--- config.mk ---
export PLATFORM = sky130hd
export DESIGN_NAME = usbdst_top
export DESIGN_NICKNAME = d
export VERILOG_FILES = /design/src/pkg/usbdst_pkg.sv /design/src/rtl/usbdst_idle_tmr.sv /design/src/rtl/usbdst_apb.sv /design/src/rtl/usbdst_top.sv
export SDC_FILE = /design/constraint.sdc
export NUM_CORES = 1
export LEC_CHECK = 0
export ABC_CLOCK_PERIOD_IN_PS = 4870
export BUFFER_PORTS_ARGS = -buffer_cell sky130_fd_sc_hd__buf_2
export CAP_MARGIN = 10
export CORE_UTILIZATION = 54
export DETAILED_ROUTE_END_ITERATION = 8
export GPL_ROUTABILITY_DRIVEN = 1
export PLACE_DENSITY = 0.86
export SLEW_MARGIN = 5
export SYNTH_ARGS = -nofsm -noshare
export SYNTH_HDL_FRONTEND = slang
export SYNTH_SLANG_ARGS = --single-unit
--- constraint.sdc ---
create_clock -name core_clk -period 4.87 [get_ports core_clk]
set_clock_uncertainty 0.2 [all_clocks]
set_input_delay 0.7305 -clock core_clk [delete_from_list [all_inputs] [get_ports core_clk]]
set_output_delay 0.7305 -clock core_clk [all_outputs]
set_load 0.03 [all_outputs]
--- src/pkg/usbdst_pkg.sv ---
// Purpose: Shared constants and types for the device state tracker.
// Assumes: A 40 MHz core clock and APB register access.
// Notes: Endpoint 0 is the control endpoint and belongs to no interface.
package usbdst_pkg;
  // Clock rate and bus inactivity time before suspend.
  localparam int CLK_HZ   = 40_000_000;
  localparam int IDLE_US  = 3000;
  localparam int IDLE_CYC = (CLK_HZ / 1_000_000) * IDLE_US;

  // Endpoint, interface and configuration layout.
  localparam int              NUM_EP  = 4;
  localparam int              NUM_IF  = 2;
  localparam int              ALT_W   = 4;
  localparam logic [7:0]      IF_CNT  = 8'h02;
  localparam logic [7:0]      ALT_CNT = 8'h02;
  localparam logic [7:0]      CFG_CNT = 8'h01;
  localparam logic [3:0]      EP_IF1  = 4'hC;
  localparam logic [3:0]      EP_CTRL = 4'h1;
  localparam logic [3:0]      EP_NONE = 4'h0;
  localparam logic [3:0]      EP_ALL  = 4'hF;
  localparam logic [6:0]      ADDR_DFLT = 7'h00;

  // Register byte offsets.
  localparam logic [11:0] OFF_CTRL = 12'h000;
  localparam logic [11:0] OFF_STAT = 12'h004;
  localparam logic [11:0] OFF_ALT  = 12'h008;
  localparam logic [11:0] OFF_TOG  = 12'h00C;

  // Field positions and reset values.
  localparam int          CTRL_RWU_CAP = 0;
  localparam int          CTRL_WAKE    = 1;
  localparam int          STAT_SUSP    = 2;
  localparam int          STAT_RWU     = 3;
  localparam int          STAT_ADDR    = 8;
  localparam int          STAT_CFG     = 16;
  localparam logic [31:0] CTRL_RST     = 32'h0000_0000;

  // Visible device states.
  typedef enum logic [1:0] {
    DS_POWERED = 2'b00,
    DS_DEFAULT = 2'b01,
    DS_ADDRESS = 2'b10,
    DS_CONFIG  = 2'b11
  } usbdst_dev_t;

  // Decoded standard request, one strobe per kind.
  typedef struct packed {
    logic       set_addr;
    logic       set_cfg;
    logic       set_alt;
    logic       get_alt;
    logic       rwu_set;
    logic       rwu_clr;
    logic [6:0] addr;
    logic [7:0] cfg;
    logic [7:0] intf;
    logic [7:0] alt;
  } usbdst_req_t;

  // Answer to a request.
  typedef struct packed {
    logic       done;
    logic       stall;
    logic [7:0] alt;
  } usbdst_ans_t;

  // APB request side.
  typedef struct packed {
    logic        psel;
    logic        penable;
    logic        pwrite;
    logic [11:0] paddr;
    logic [31:0] pwdata;
  } usbdst_apb_t;

  // Endpoints owned by interface 0 or 1.
  function automatic logic [3:0] usbdst_if_eps(input logic sel);
    return sel ? EP_IF1 : (EP_ALL & ~EP_IF1 & ~EP_CTRL);
  endfunction : usbdst_if_eps
endpackage : usbdst_pkg

--- src/rtl/usbdst_idle_tmr.sv ---
// Purpose: Counts cycles without bus traffic and flags expiry.
// Assumes: Activity is a synchronous level, high in any cycle with traffic.
// Notes: Expire is a one-cycle pulse; the count restarts after it.
module usbdst_idle_tmr #(
  parameter int IDLE_CYCLES = usbdst_pkg::IDLE_CYC
) (
  // Clock and reset
  input  wire logic core_clk,
  input  wire logic srst,
  // Control
  input  wire logic run,
  input  wire logic activity,
  // Result
  output logic      expire
);
  typedef struct packed {
    logic [31:0] cnt;
  } usbdst_tmr_t;

  usbdst_tmr_t s_q;
  usbdst_tmr_t s_d;

  // Count while running; any traffic restarts the wait.
  always_comb begin
    s_d    = s_q;
    expire = run && !activity && (s_q.cnt == 32'(IDLE_CYCLES - 1));
    if (!run || activity || expire) begin
      s_d.cnt = 32'h0000_0000;
    end else begin
      s_d.cnt = s_q.cnt + 32'h0000_0001;
    end
  end

  // State register.
  always_ff @(posedge core_clk) begin
    if (srst) begin
      s_q <= '0;
    end else begin
      s_q <= s_d;
    end
  end
endmodule : usbdst_idle_tmr

--- src/rtl/usbdst_apb.sv ---
// Purpose: APB slave with zero wait states for the tracker registers.
// Assumes: A master that follows the setup and access phases.
// Notes: Read data is captured in the setup cycle, so it is one cycle old.
module usbdst_apb (
  // Clock and reset
  input  wire logic               core_clk,
  input  wire logic               srst,
  // APB
  input  wire usbdst_pkg::usbdst_apb_t apb,
  output logic [31:0]             prdata,
  output logic                    pready,
  output logic                    pslverr,
  // Register contents
  input  wire logic [31:0]        ctrl_w,
  input  wire logic [31:0]        stat_w,
  input  wire logic [31:0]        alt_w,
  input  wire logic [31:0]        tog_w,
  // Control write
  output logic                    ctrl_we,
  output logic [31:0]             ctrl_wdata
);
  typedef struct packed {
    logic [31:0] rdata;
    logic        err;
  } usbdst_apbst_t;

  usbdst_apbst_t s_q;
  usbdst_apbst_t s_d;

  // Decode in the setup cycle; unmapped offsets answer with an error.
  always_comb begin
    s_d = s_q;
    if (apb.psel && !apb.penable) begin
      s_d.err = 1'b0;
      case (apb.paddr)
        usbdst_pkg::OFF_CTRL: s_d.rdata = ctrl_w;
        usbdst_pkg::OFF_STAT: s_d.rdata = stat_w;
        usbdst_pkg::OFF_ALT:  s_d.rdata = alt_w;
        usbdst_pkg::OFF_TOG:  s_d.rdata = tog_w;
        default: begin
          s_d.rdata = 32'h0000_0000;
          s_d.err   = 1'b1;
        end
      endcase
    end
  end

  // Writes take effect at the single access edge.
  assign pready     = 1'b1;
  assign prdata     = s_q.rdata;
  assign pslverr    = s_q.err && apb.psel && apb.penable;
  assign ctrl_we    = apb.psel && apb.penable && apb.pwrite && !s_q.err
                      && (apb.paddr == usbdst_pkg::OFF_CTRL);
  assign ctrl_wdata = apb.pwdata;

  // State register.
  always_ff @(posedge core_clk) begin
    if (srst) begin
      s_q <= '0;
    end else begin
      s_q <= s_d;
    end
  end
endmodule : usbdst_apb

--- src/rtl/usbdst_top.sv ---
// Purpose: Device state tracker: address, configuration, suspend, wakeup.
// Assumes: Requests arrive decoded, one strobe per cycle, from the control
//   pipe logic; bus_reset is high while reset signaling lasts.
// Notes: Endpoint 0 is always usable once reset has been seen.
// Behaviour
// - Default address after power-up and reset.
// - Control pipe answers at default or assigned address.
// - Configured only after valid nonzero configuration.
// - Configuration or alternate change resets endpoints, toggles.
// - Suspend after bus inactivity period.
// - Inactivity period is 3 ms.
// - Suspend keeps address and configuration.
// - Suspend possible in any powered state; the code suspends only after the first bus reset.
// - Disabled upstream port forces suspend.
// - Bus activity ends suspend.
// - Host enables and disables remote wakeup.
// - Bus reset disables remote wakeup.
// - After reset: Default state, everything reset.
// - Ignore bus until first bus reset.
// - Address assignment moves Default to Address.
// - Configured endpoints take their described characteristics.
// - Reset device unconfigured, not suspended, default address.
// - Alternate setting readable and writable per interface.
// - Interfaces, alternates from zero; alternate zero first.
//
// Implementation choices: the APB register port and the address map.
module usbdst_top #(
  parameter int IDLE_CYCLES = usbdst_pkg::IDLE_CYC
) (
  // Clock and reset
  input  wire logic                    core_clk,
  input  wire logic                    srst,
  // Bus condition
  input  wire logic                    bus_reset,
  input  wire logic                    bus_activity,
  input  wire logic                    port_enabled,
  // Token address check
  input  wire logic                    tok_valid,
  input  wire logic [6:0]              tok_addr,
  output logic                         tok_hit,
  // Standard requests
  input  wire usbdst_pkg::usbdst_req_t req,
  output usbdst_pkg::usbdst_ans_t      ans,
  // Endpoints
  input  wire logic [3:0]              ep_ack,
  output logic [3:0]                   ep_toggle,
  output logic [3:0]                   ep_enable,
  output logic [3:0]                   ep_defaults,
  // Device condition
  output usbdst_pkg::usbdst_dev_t      dev_state,
  output logic [6:0]                   dev_addr,
  output logic [7:0]                   cfg_value,
  output logic                         suspended,
  output logic                         rwu_enable,
  output logic                         wake_pulse,
  // APB
  input  wire usbdst_pkg::usbdst_apb_t apb,
  output logic [31:0]                  prdata,
  output logic                         pready,
  output logic                         pslverr
);
  typedef struct packed {
    usbdst_pkg::usbdst_dev_t       state;
    logic                          susp;
    logic                          rwu;
    logic                          rwu_cap;
    logic [6:0]                    addr;
    logic [7:0]                    cfg;
    logic [1:0][3:0]               alt;
    logic [3:0]                    tog;
    logic [3:0]                    en;
    logic [3:0]                    dflt;
    logic                          wake;
    usbdst_pkg::usbdst_ans_t       ans;
  } usbdst_st_t;

  usbdst_st_t  s_q;
  usbdst_st_t  s_d;
  logic        live;
  logic        idle_exp;
  logic        tmr_run;
  logic        ctrl_we;
  logic [31:0] ctrl_wdata;
  logic [31:0] ctrl_w;
  logic [31:0] stat_w;
  logic [31:0] alt_w;
  logic [31:0] tog_w;
  logic        if_ok;
  logic        alt_ok;
  logic        cfg_ok;
  logic        if_sel;

  // Requests count only once reset has been seen and the bus is awake.
  assign live    = !bus_reset && (s_q.state != usbdst_pkg::DS_POWERED) && !s_q.susp;
  assign tmr_run = live;
  assign if_ok   = req.intf < usbdst_pkg::IF_CNT;
  assign alt_ok  = req.alt < usbdst_pkg::ALT_CNT;
  assign cfg_ok  = req.cfg <= usbdst_pkg::CFG_CNT;
  assign if_sel  = req.intf[0];

  // Inactivity timer that drives the automatic suspend.
  usbdst_idle_tmr #(
    .IDLE_CYCLES (IDLE_CYCLES)
  ) u_idle (
    .core_clk (core_clk),
    .srst     (srst),
    .run      (tmr_run),
    .activity (bus_activity),
    .expire   (idle_exp)
  );

  // Register words as software sees them.
  assign ctrl_w = 32'(s_q.rwu_cap) << usbdst_pkg::CTRL_RWU_CAP;
  assign stat_w = 32'(s_q.state)
                  | (32'(s_q.susp) << usbdst_pkg::STAT_SUSP)
                  | (32'(s_q.rwu) << usbdst_pkg::STAT_RWU)
                  | (32'(s_q.addr) << usbdst_pkg::STAT_ADDR)
                  | (32'(s_q.cfg) << usbdst_pkg::STAT_CFG);
  assign alt_w  = {24'h00_0000, s_q.alt};
  assign tog_w  = {28'h000_0000, s_q.tog};

  // Register slave.
  usbdst_apb u_apb (
    .core_clk   (core_clk),
    .srst       (srst),
    .apb        (apb),
    .prdata     (prdata),
    .pready     (pready),
    .pslverr    (pslverr),
    .ctrl_w     (ctrl_w),
    .stat_w     (stat_w),
    .alt_w      (alt_w),
    .tog_w      (tog_w),
    .ctrl_we    (ctrl_we),
    .ctrl_wdata (ctrl_wdata)
  );

  // Next state: bus reset first, then suspend, then requests.
  always_comb begin
    s_d           = s_q;
    s_d.ans.done  = 1'b0;
    s_d.ans.stall = 1'b0;
    s_d.dflt      = usbdst_pkg::EP_NONE;
    s_d.wake      = 1'b0;
    if (ctrl_we) begin
      s_d.rwu_cap = ctrl_wdata[usbdst_pkg::CTRL_RWU_CAP];
      // Wakeup only goes out while suspended and allowed by the host.
      s_d.wake    = ctrl_wdata[usbdst_pkg::CTRL_WAKE] && s_q.susp && s_q.rwu;
    end
    if (bus_reset) begin
      s_d.state = usbdst_pkg::DS_DEFAULT;
      s_d.addr  = usbdst_pkg::ADDR_DFLT;
      s_d.susp  = 1'b0;
      s_d.rwu   = 1'b0;
      s_d.cfg   = 8'h00;
      s_d.alt   = '0;
      s_d.tog   = usbdst_pkg::EP_NONE;
      s_d.dflt  = usbdst_pkg::EP_ALL;
      s_d.wake  = 1'b0;
    end else if (s_q.state == usbdst_pkg::DS_POWERED) begin
      // Nothing on the bus counts before the first reset.
      s_d.state = usbdst_pkg::DS_POWERED;
    end else if (s_q.susp) begin
      // Address and configuration are simply left alone here.
      if (bus_activity && port_enabled) begin
        s_d.susp = 1'b0;
      end
    end else if (idle_exp || !port_enabled) begin
      s_d.susp = 1'b1;
    end else begin
      // Data toggles flip on each acknowledged packet.
      s_d.tog = s_q.tog ^ (ep_ack & s_q.en);
      if (req.set_addr) begin
        s_d.ans.done = 1'b1;
        if (s_q.state == usbdst_pkg::DS_CONFIG) begin
          s_d.ans.stall = 1'b1;
        end else if (req.addr != usbdst_pkg::ADDR_DFLT) begin
          s_d.addr  = req.addr;
          s_d.state = usbdst_pkg::DS_ADDRESS;
        end else begin
          s_d.addr  = usbdst_pkg::ADDR_DFLT;
          s_d.state = usbdst_pkg::DS_DEFAULT;
        end
      end else if (req.set_cfg) begin
        s_d.ans.done = 1'b1;
        if (s_q.state == usbdst_pkg::DS_DEFAULT || !cfg_ok) begin
          s_d.ans.stall = 1'b1;
        end else if (req.cfg != 8'h00) begin
          s_d.state = usbdst_pkg::DS_CONFIG;
          s_d.cfg   = req.cfg;
          s_d.alt   = '0;
          s_d.tog   = usbdst_pkg::EP_NONE;
          s_d.dflt  = usbdst_pkg::EP_ALL & ~usbdst_pkg::EP_CTRL;
        end else begin
          s_d.state = usbdst_pkg::DS_ADDRESS;
          s_d.cfg   = 8'h00;
          s_d.dflt  = usbdst_pkg::EP_ALL & ~usbdst_pkg::EP_CTRL;
        end
      end else if (req.set_alt) begin
        s_d.ans.done = 1'b1;
        if (s_q.state != usbdst_pkg::DS_CONFIG || !if_ok || !alt_ok) begin
          s_d.ans.stall = 1'b1;
        end else begin
          s_d.alt[if_sel] = req.alt[3:0];
          s_d.tog  = s_d.tog & ~usbdst_pkg::usbdst_if_eps(if_sel);
          s_d.dflt = usbdst_pkg::usbdst_if_eps(if_sel);
        end
      end else if (req.get_alt) begin
        s_d.ans.done = 1'b1;
        if (s_q.state != usbdst_pkg::DS_CONFIG || !if_ok) begin
          s_d.ans.stall = 1'b1;
        end else begin
          s_d.ans.alt = {4'h0, s_q.alt[if_sel]};
        end
      end else if (req.rwu_set) begin
        s_d.ans.done  = 1'b1;
        s_d.ans.stall = !s_q.rwu_cap;
        s_d.rwu       = s_q.rwu_cap;
      end else if (req.rwu_clr) begin
        s_d.ans.done = 1'b1;
        s_d.rwu      = 1'b0;
      end
    end
    // Only the control endpoint is usable until configured.
    case (s_d.state)
      usbdst_pkg::DS_POWERED: s_d.en = usbdst_pkg::EP_NONE;
      usbdst_pkg::DS_CONFIG:  s_d.en = usbdst_pkg::EP_ALL;
      default:                s_d.en = usbdst_pkg::EP_CTRL;
    endcase
  end

  // Power-up leaves the device waiting for its first bus reset.
  always_ff @(posedge core_clk) begin
    if (srst) begin
      s_q       <= '0;
      s_q.state <= usbdst_pkg::DS_POWERED;
    end else begin
      s_q <= s_d;
    end
  end

  // Match is combinational so the packet logic can answer in time.
  assign tok_hit     = tok_valid && live && (tok_addr == s_q.addr);
  assign ans         = s_q.ans;
  assign ep_toggle   = s_q.tog;
  assign ep_enable   = s_q.en;
  assign ep_defaults = s_q.dflt;
  assign dev_state   = s_q.state;
  assign dev_addr    = s_q.addr;
  assign cfg_value   = s_q.cfg;
  assign suspended   = s_q.susp;
  assign rwu_enable  = s_q.rwu;
  assign wake_pulse  = s_q.wake;

  // Cycles since the last traffic, kept only for the checks below.
  int idle_h;
  always_ff @(posedge core_clk) begin
    if (srst || bus_reset || bus_activity || s_q.state == usbdst_pkg::DS_POWERED) begin
      idle_h <= 0;
    end else begin
      idle_h <= idle_h + 1;
    end
  end

  // A request is taken only on an enabled port with no idle expiry due.
  logic take_h;
  assign take_h = live && port_enabled && !idle_exp;
endmodule : usbdst_top

==> results of run 1 <==
## per-layer routing
layer / GRT usage, % / vias to the layer above / wire (microns)
li1: - / 2151 / -
met5: 0 / - / 0
met1: 33.6 / 2058 / 5210
met3: 4.53 / 40 / 839
met4: 10.4 / 0 / 345
met2: 41.9 / 201 / 5590
## worst max-delay path, cell delays in order, from the launching register on
cell and delay (ns):
dfxtp_1 0.63, nor2_4 0.13, or4_4 0.46, nor4_4 0.21, buf_4 0.30, nor3_1 0.13
or4_1 0.49, ha_1 0.28, nor3b_1 0.20
## flip-flops by register name, summed over array words and instances, names as in the netlist, 3 cells and up
register      count
cfg_value         8
ep_defaults       3
alt_w             8
dev_addr          7
ans               6
ep_toggle         4
u_idle.s_q       32
u_apb.prdata     23
## per-stage QoR
step                      std cells  hold WS (ns)  power, W  worst slack [ns]
after floorplan                 574         0.237  0.000932              1.99
after global placement          746         0.251  0.000966              1.58
after detailed placement        746         0.269  0.000969              1.53
after CTS                       762         0.294   0.00151              1.73
after global routing            762         0.300   0.00156              1.52
final                           762         0.286   0.00150              1.76
## cells by family (layout without fill, tap and decap cells)
kind of cell             count (synthesis)  in the layout  synth area share [%]
AO/OA/AOI/OAI                           76             76                  11.0
multiplexers                            11             11                  2.67
buffers and inverters                   79            159                  9.83
flip-flops                             100            100                  40.7
AND/OR/NAND/NOR                        254            254                  28.3
adder cells (fa/ha/maj)                  4              4                 0.966
XOR/XNOR                                36             36                  6.40
other                                    2             14                 0.153
## final timing paths
kind | cells after the start | slack, ns | from | to
setup / recovery | 8 | 1.76 | dev_state[0]$_SDFF_PP0_ | ep_enable[2]$_SDFF_PP0_
hold / removal | 1 | 0.29 | u_idle.s_q[0]$_SDFF_PP0_ | u_idle.s_q[0]$_SDFF_PP0_
setup reg to reg | 8 | 1.76 | dev_state[0]$_SDFF_PP0_ | ep_enable[2]$_SDFF_PP0_
hold reg to reg | 1 | 0.29 | u_idle.s_q[0]$_SDFF_PP0_ | u_idle.s_q[0]$_SDFF_PP0_
## synth_stat cells (2+ instances only)
cell        n  share of area [%]
and3_1      8                1.0
buf_1       2               0.15
nor3b_1     9                1.4
conb_1      2               0.15
nor4_1     24                3.0
a31oi_1     6               0.76
mux2_2      7                1.6
or3_1       7               0.89
buf_4      43                6.6
dfxtp_1   100                 41
nor4b_1     2               0.36
buf_6       3               0.69
a22oi_1    22                3.4
nand2b_1    5               0.64
nand2_1    22                1.7
o21ai_1     3               0.30
clkbuf_1   20                1.5
a211oi_2    2               0.51
nand4_2     2               0.51
nor3_1     25                2.5
and4_1      3               0.53
nor2b_1     2               0.25
nand4_1    21                2.7
nand3_1    25                2.5
o21ai_0     4               0.41
and2_1      9                1.1
buf_2       3               0.30
nor2_1     73                5.6
or4_1       3               0.46
or4_4       3               0.69
a211oi_1    3               0.46
a21oi_1    18                1.8
xor2_1      8                1.4
o31ai_1     7                1.1
inv_1       8               0.61
mux2i_1     3               0.61
xnor2_1    28                5.0
ha_1        3               0.76
## where the power goes
part           leakage (nW)  total [W]  switching, W  internal (W)
Clock                 0.106   0.000546      0.000300      0.000246
Combinational          1.24   0.000124     0.0000825     0.0000415
Sequential            0.807   0.000828    0.00000652      0.000822
Total                  2.15    0.00150      0.000389       0.00111
## final cells by class
type | instances | area (sq um) | area share (%)
timing repair buffer | 135 | 681 | 12.3
clock inverter | 7 | 81.3 | 1.47
clock buffer | 9 | 124 | 2.24
sequential | 100 | 2000 | 36.2
inverter | 8 | 30.0 | 0.542
tap | 108 | 135 | 2.44
multi-input combinational | 395 | 2480 | 44.8
==> run_results.csv, run 1 <==
group,metric,value,unit
status,status,"finished, final reports clean",
final_layout,layout_commonest_cell,"buf_2",
sta,rsz0062_at_grt,"false",
synth,synth_area,4920,sq um
synth,ys.flop_type,"dfxtp_1",
die,rows,34,
global_route,antenna_found_initial,0,
final_layout,layout-drive-gt1-share,26.6,%
critical_path,worst_setup_path_start_kind,"flop",
power_and_ir_drop,irDropWorstVdd,0.174,mV
die,initial_core_util,56.2,%
clocking,post_cts_resized,0,
placed_design,dpl_cell_area,5330,sq um
die,ios,178,
clocking,clockBufferDepth,2,
sta,min_period_over_period,63.9,%
synth,synth_cell_types,62,
clocking,cts_setup_buffers,0,
final_layout,design_area,5540,sq um
power_and_ir_drop,p_per_area,271,nW/um^2
synth,synth_edf_count,0,
critical_path,cp-end-kind,"flop",
clocking,ctsHtreeMaxLevel,3,
clocking,clkSinkCount,100,
detailed_routing,first_pass_iters,6,
global_route,grt_use_total,25.7,%
sta,slew_headroom,25.8,%
clocking,cts-root-buf,"clkbuf_8",
placed_design,hpwl,8840,microns
clocking,clkLatencyLatePin,0.37,ns
detailed_routing,viasPerCell,5.84,
die,die-area,9500,sq um
critical_path,cp.arrival,3.20,ns
final_layout,final_cell_mix,"buf_2, dfxtp_1, nor2_1, xnor2_1",
detailed_routing,routedWlPerCell,15.7,microns
critical_path,crit_fanout,24,
clocking,cts_tree,"built",
sta,slew_viol_final,0,
global_route,grt_pass1_wl,20100,microns
sta,hold_violations,0,
synth,async_reset_ff_share,0,%
job,cap_viol_max_count,0,
detailed_routing,drc,0,
synth,yosysSeqAreaShare,40.7,%
global_route,grt_max_degree,38,
global_route,grt_overflow_total,0,
final_layout,fillCellCount,749,
detailed_routing,ant_nets,0,
power_and_ir_drop,power.leakage,2.15,nW
placed_design,place.gp.congestion,0.896,
final_layout,nNetsFinal,753,
sta,period_minus_slack,3.11,ns
global_route,first_global_vias,4181,
die,coreArea,8760,sq um
die,die_w,97.5,microns
worst_hold_path,worstHoldPathType,"flop to flop",
critical_path,worstSetupPathType,"flop to flop",
final_layout,areaGrowthSynthToFinish,12.4,%
final_layout,diodes,0,
sta,fin_setup_tns,0,ns
sta,fmax,322,MHz
placed_design,port_buffers,133,
die,die_h,97.5,microns
detailed_routing,routed_wl,12000,microns
synth,syn_inst,562,
sta,setup_violations,0,
sta,tightest_slew,1.11,ns
detailed_routing,num_vias,4450,
detailed_routing,first_iter_violations,385,
synth,ys_seq_elements,100,
synth,avgSynthCellArea,8.76,sq um
final_layout,utilization,63.2,%
clocking,cts_buffers,9,
clocking,hold_buffers,0,
critical_path,cp.required,4.96,ns
synth,yosys_warnings,0,
clocking,clk_pin_slew_worst_paths,0.10,ns
No activity file was read; power rests on OpenSTA's default activity.
==> run 2: changes to the inputs <==
--- a/config.mk
+++ b/config.mk
@@ -5,13 +5,14 @@
 export SDC_FILE = /design/constraint.sdc
 export NUM_CORES = 1
 export LEC_CHECK = 0
-export ABC_CLOCK_PERIOD_IN_PS = 4870
+export ABC_AREA = 1
+export ABC_CLOCK_PERIOD_IN_PS = 2970
 export BUFFER_PORTS_ARGS = -buffer_cell sky130_fd_sc_hd__buf_2
 export CAP_MARGIN = 10
-export CORE_UTILIZATION = 54
+export CORE_UTILIZATION = 51
 export DETAILED_ROUTE_END_ITERATION = 8
 export GPL_ROUTABILITY_DRIVEN = 1
-export PLACE_DENSITY = 0.86
+export PLACE_DENSITY = 0.81
 export SLEW_MARGIN = 5
 export SYNTH_ARGS = -nofsm -noshare
 export SYNTH_HDL_FRONTEND = slang
==> constraint.sdc (replaced) <==
create_clock -name core_clk -period 2.97 [get_ports core_clk]
set_clock_uncertainty 0.2 [all_clocks]
set_input_delay 0.4455 -clock core_clk [delete_from_list [all_inputs] [get_ports core_clk]]
set_output_delay 0.4455 -clock core_clk [all_outputs]
set_load 0.03 [all_outputs]
==> run_results.csv, run 2 <==
group,metric,value,unit
status,status,"finished, final reports clean",
detailed_routing,first_iter_violations,353,
sta,rsz0062_at_grt,"false",
detailed_routing,routedWlPerCell,12.5,microns
clocking,clk_pin_slew_worst_paths,0.10,ns
synth,synth_edf_count,0,
job,cap_viol_max_count,0,
detailed_routing,drc,0,
detailed_routing,routed_wl,12900,microns
critical_path,crit_top_cell,"nor2_2",
sta,slew_viol_final,0,
global_route,antenna_found_initial,0,
critical_path,cp-endpoint,"tok_hit",
synth,synth_common_cells,"nand2_1, nor2_1, dfxtp_1, inv_1, nand3_1",
clocking,cts_tree,"built",
final_layout,largest_reg_flops,32,
clocking,ctsHtreeMaxLevel,3,
final_layout,layout-drive-gt1-share,23.0,%
worst_hold_path,worstHoldPathType,"input port to flop",
critical_path,worst_setup_path_start_kind,"flop",
detailed_routing,ant_nets,0,
synth,yosysTopAreaCell,"dfxtp_1",
sta,fin_setup_tns,0,ns
critical_path,crit_fanout,6,
sta,slew_headroom,52.0,%
critical_path,cp-end-kind,"output port",
sta,tightest_slew,0.719,ns
die,rows,37,
global_route,grt_overflow_total,0,
clocking,cts_buffers,9,
synth,async_reset_ff_share,0,%
synth,ys_seq_elements,100,
synth,synth_top_area_share,37.4,%
global_route,first_global_vias,4709,
critical_path,crit_cells,5,
clocking,clkLatencyLatePin,0.38,ns
placed_design,place.gp.congestion,0.872,
die,initial_core_util,52.1,%
critical_path,r2r_slack,0.78,ns
synth,ys.flop_type,"dfxtp_1",
critical_path,timing.rr.start,"dev_state[0]$_SDFF_PP0_",
critical_path,crit_start,"dev_state[0]$_SDFF_PP0_",
final_layout,top_register,"u_idle.s_q",
synth,synth_cell_types,43,
sta,hold_violations,0,
clocking,cts_setup_buffers,0,
clocking,cts-root-buf,"clkbuf_8",
critical_path,path_cells,"nor2_2 > nor2_2 > nand4_1 > nor4b_1 > buf_2",
clocking,post_cts_resized,0,
power_and_ir_drop,power.leakage,2.71,nW
global_route,grt_pass1_wl,21700,microns
clocking,clockBufferDepth,2,
final_layout,diodes,0,
die,ios,178,
die,die_h,105,microns
global_route,grt_use_total,24.6,%
critical_path,cp.required,2.32,ns
critical_path,worstSetupPathType,"flop to output port",
power_and_ir_drop,p_per_area,401,nW/um^2
detailed_routing,num_vias,5153,
critical_path,r2r_cells,11,
detailed_routing,viasPerCell,4.99,
detailed_routing,first_pass_iters,5,
synth,synth_area_leaders,"dfxtp_1, nand2_1, nor2_1, nand3_1, buf_4",
placed_design,hpwl,10100,microns
critical_path,crit_family,"simple AND/OR/NAND/NOR gates",
final_layout,nNetsFinal,996,
sta,setup_violations,0,
critical_path,slowest_stage,"dfxtp_1",
synth,yosysSeqAreaShare,37.4,%
critical_path,path_buf_inv,1,
synth,yosysMostFrequentCell,"nand2_1",
die,die-area,10900,sq um
critical_path,slowest_delay,0.50,ns
clocking,clkSinkCount,100,
sta,period_minus_slack,2.56,ns
sta,layout_setup_ws,0.409,ns
placed_design,dp_slack,0.727,ns
synth,syn_inst,784,
placed_design,port_buffers,133,
power_and_ir_drop,irDropWorstVdd,0.228,mV
clocking,hold_buffers,0,
final_layout,final_cell_mix,"nand2_1, buf_2, nor2_1, dfxtp_1, inv_1",
final_layout,areaGrowthSynthToFinish,14.3,%
die,die_w,105,microns
sta,min_period_over_period,86.2,%
global_route,grt_max_degree,31,
critical_path,reg2reg_to,"ep_enable[2]$_SDFF_PP0_",
sta,fmax,390,MHz
critical_path,cp.arrival,1.92,ns
die,coreArea,10300,sq um
synth,yosys_warnings,0,
synth,avgSynthCellArea,6.84,sq um
synth,synth_area,5360,sq um
final_layout,layout_commonest_cell,"nand2_1",
run 2: changes by cell type after synthesis, sizes merged, moves of 24 or more:
| cell | delta |
|---|---|
| nor2 | +55 |
| nor4 | -24 |
| nand2 | +176 |
| inv | +76 |
| a21oi | +35 |
| xnor2 | -24 |
| nand3 | +52 |
run 2: worst min path at each step:
stage | startpoint | endpoint | slack (ns) | depth (start not counted)
after floorplan | u_idle.s_q[0]$_SDFF_PP0_ | u_idle.s_q[0]$_SDFF_PP0_ | 0.23 | 1
after global placement | u_idle.s_q[0]$_SDFF_PP0_ | u_idle.s_q[0]$_SDFF_PP0_ | 0.24 | 1
after detailed placement | alt_w[6]$_SDFFE_PP0P_ | alt_w[6]$_SDFFE_PP0P_ | 0.25 | 2
after CTS | req[28] | dev_addr[4]$_SDFFE_PP0P_ | 0.13 | 3
after global routing | req[26] | dev_addr[2]$_SDFFE_PP0P_ | 0.14 | 3
final | apb[1] | wake_pulse$_SDFF_PP0_ | 0.15 | 3
run 2: power by group:
part | switching [W] | leakage (nW) | internal [W]
sequential | 0.00000737 | 0.807 | 0.00135
combinational | 0.000157 | 1.80 | 0.0000710
clock | 0.000523 | 0.100 | 0.000352
total | 0.000687 | 2.71 | 0.00177
run 2: area by class of cell:
type	instances	area [sq um]
fillers	990	4150
multi-input cells	554	2710
flip-flops and latches	100	2000
repair buffers	140	718
inverters	87	328
well taps	136	170
clock buffers	10	138
clock inverters	6	63.8
run 2: stage by stage:
stage                     area, sq um  util (%)  hold slack [ns]  total power (W)  cells
after floorplan                  5400         -            0.229          0.00154    796
after global placement           5930      57.7            0.239          0.00161   1017
after detailed placement         5930      57.7            0.249          0.00161   1017
after CTS                        6130      59.6            0.134          0.00247   1033
after global routing             6130      59.6            0.144          0.00255   1033
final                            6130      59.6            0.146          0.00246   1033
run 2: per-layer routing:
| layer | GRT usage [%] | vias up | routed length (microns) |
|---|---|---|---|
| met2 | 39.2 | 191 | 5730 |
| met3 | 3.88 | 23 | 781 |
| met5 | 0 | - | 0 |
| met4 | 9.29 | 0 | 312 |
| li1 | - | 2653 | - |
| met1 | 33.3 | 2286 | 6120 |
run 2: cell families (layout without fill, tap and decap cells):
logic type | count (synthesis) | after routing | synth area share (%)
AND/OR/NAND/NOR | 454 | 454 | 39.7
AO/OA/AOI/OAI | 68 | 68 | 6.61
buffers and inverters | 142 | 243 | 13.0
other | 2 | 14 | 0.140
flip-flops | 100 | 100 | 37.4
adder cells (fa/ha/maj) | 3 | 3 | 0.701
XOR/XNOR | 15 | 15 | 2.45
run 2: worst reg2reg max path, cell delays in order (launching register included):
cell     delay (ns)
dfxtp_1        0.50
nor2_2         0.11
nor2_2         0.23
nand2_2        0.10
nor2_4         0.14
nand3_4        0.12
nand2_4        0.13
nor2_1         0.07
nand3_1        0.09
nand3_2        0.10
ha_1           0.29
nor2_1         0.09
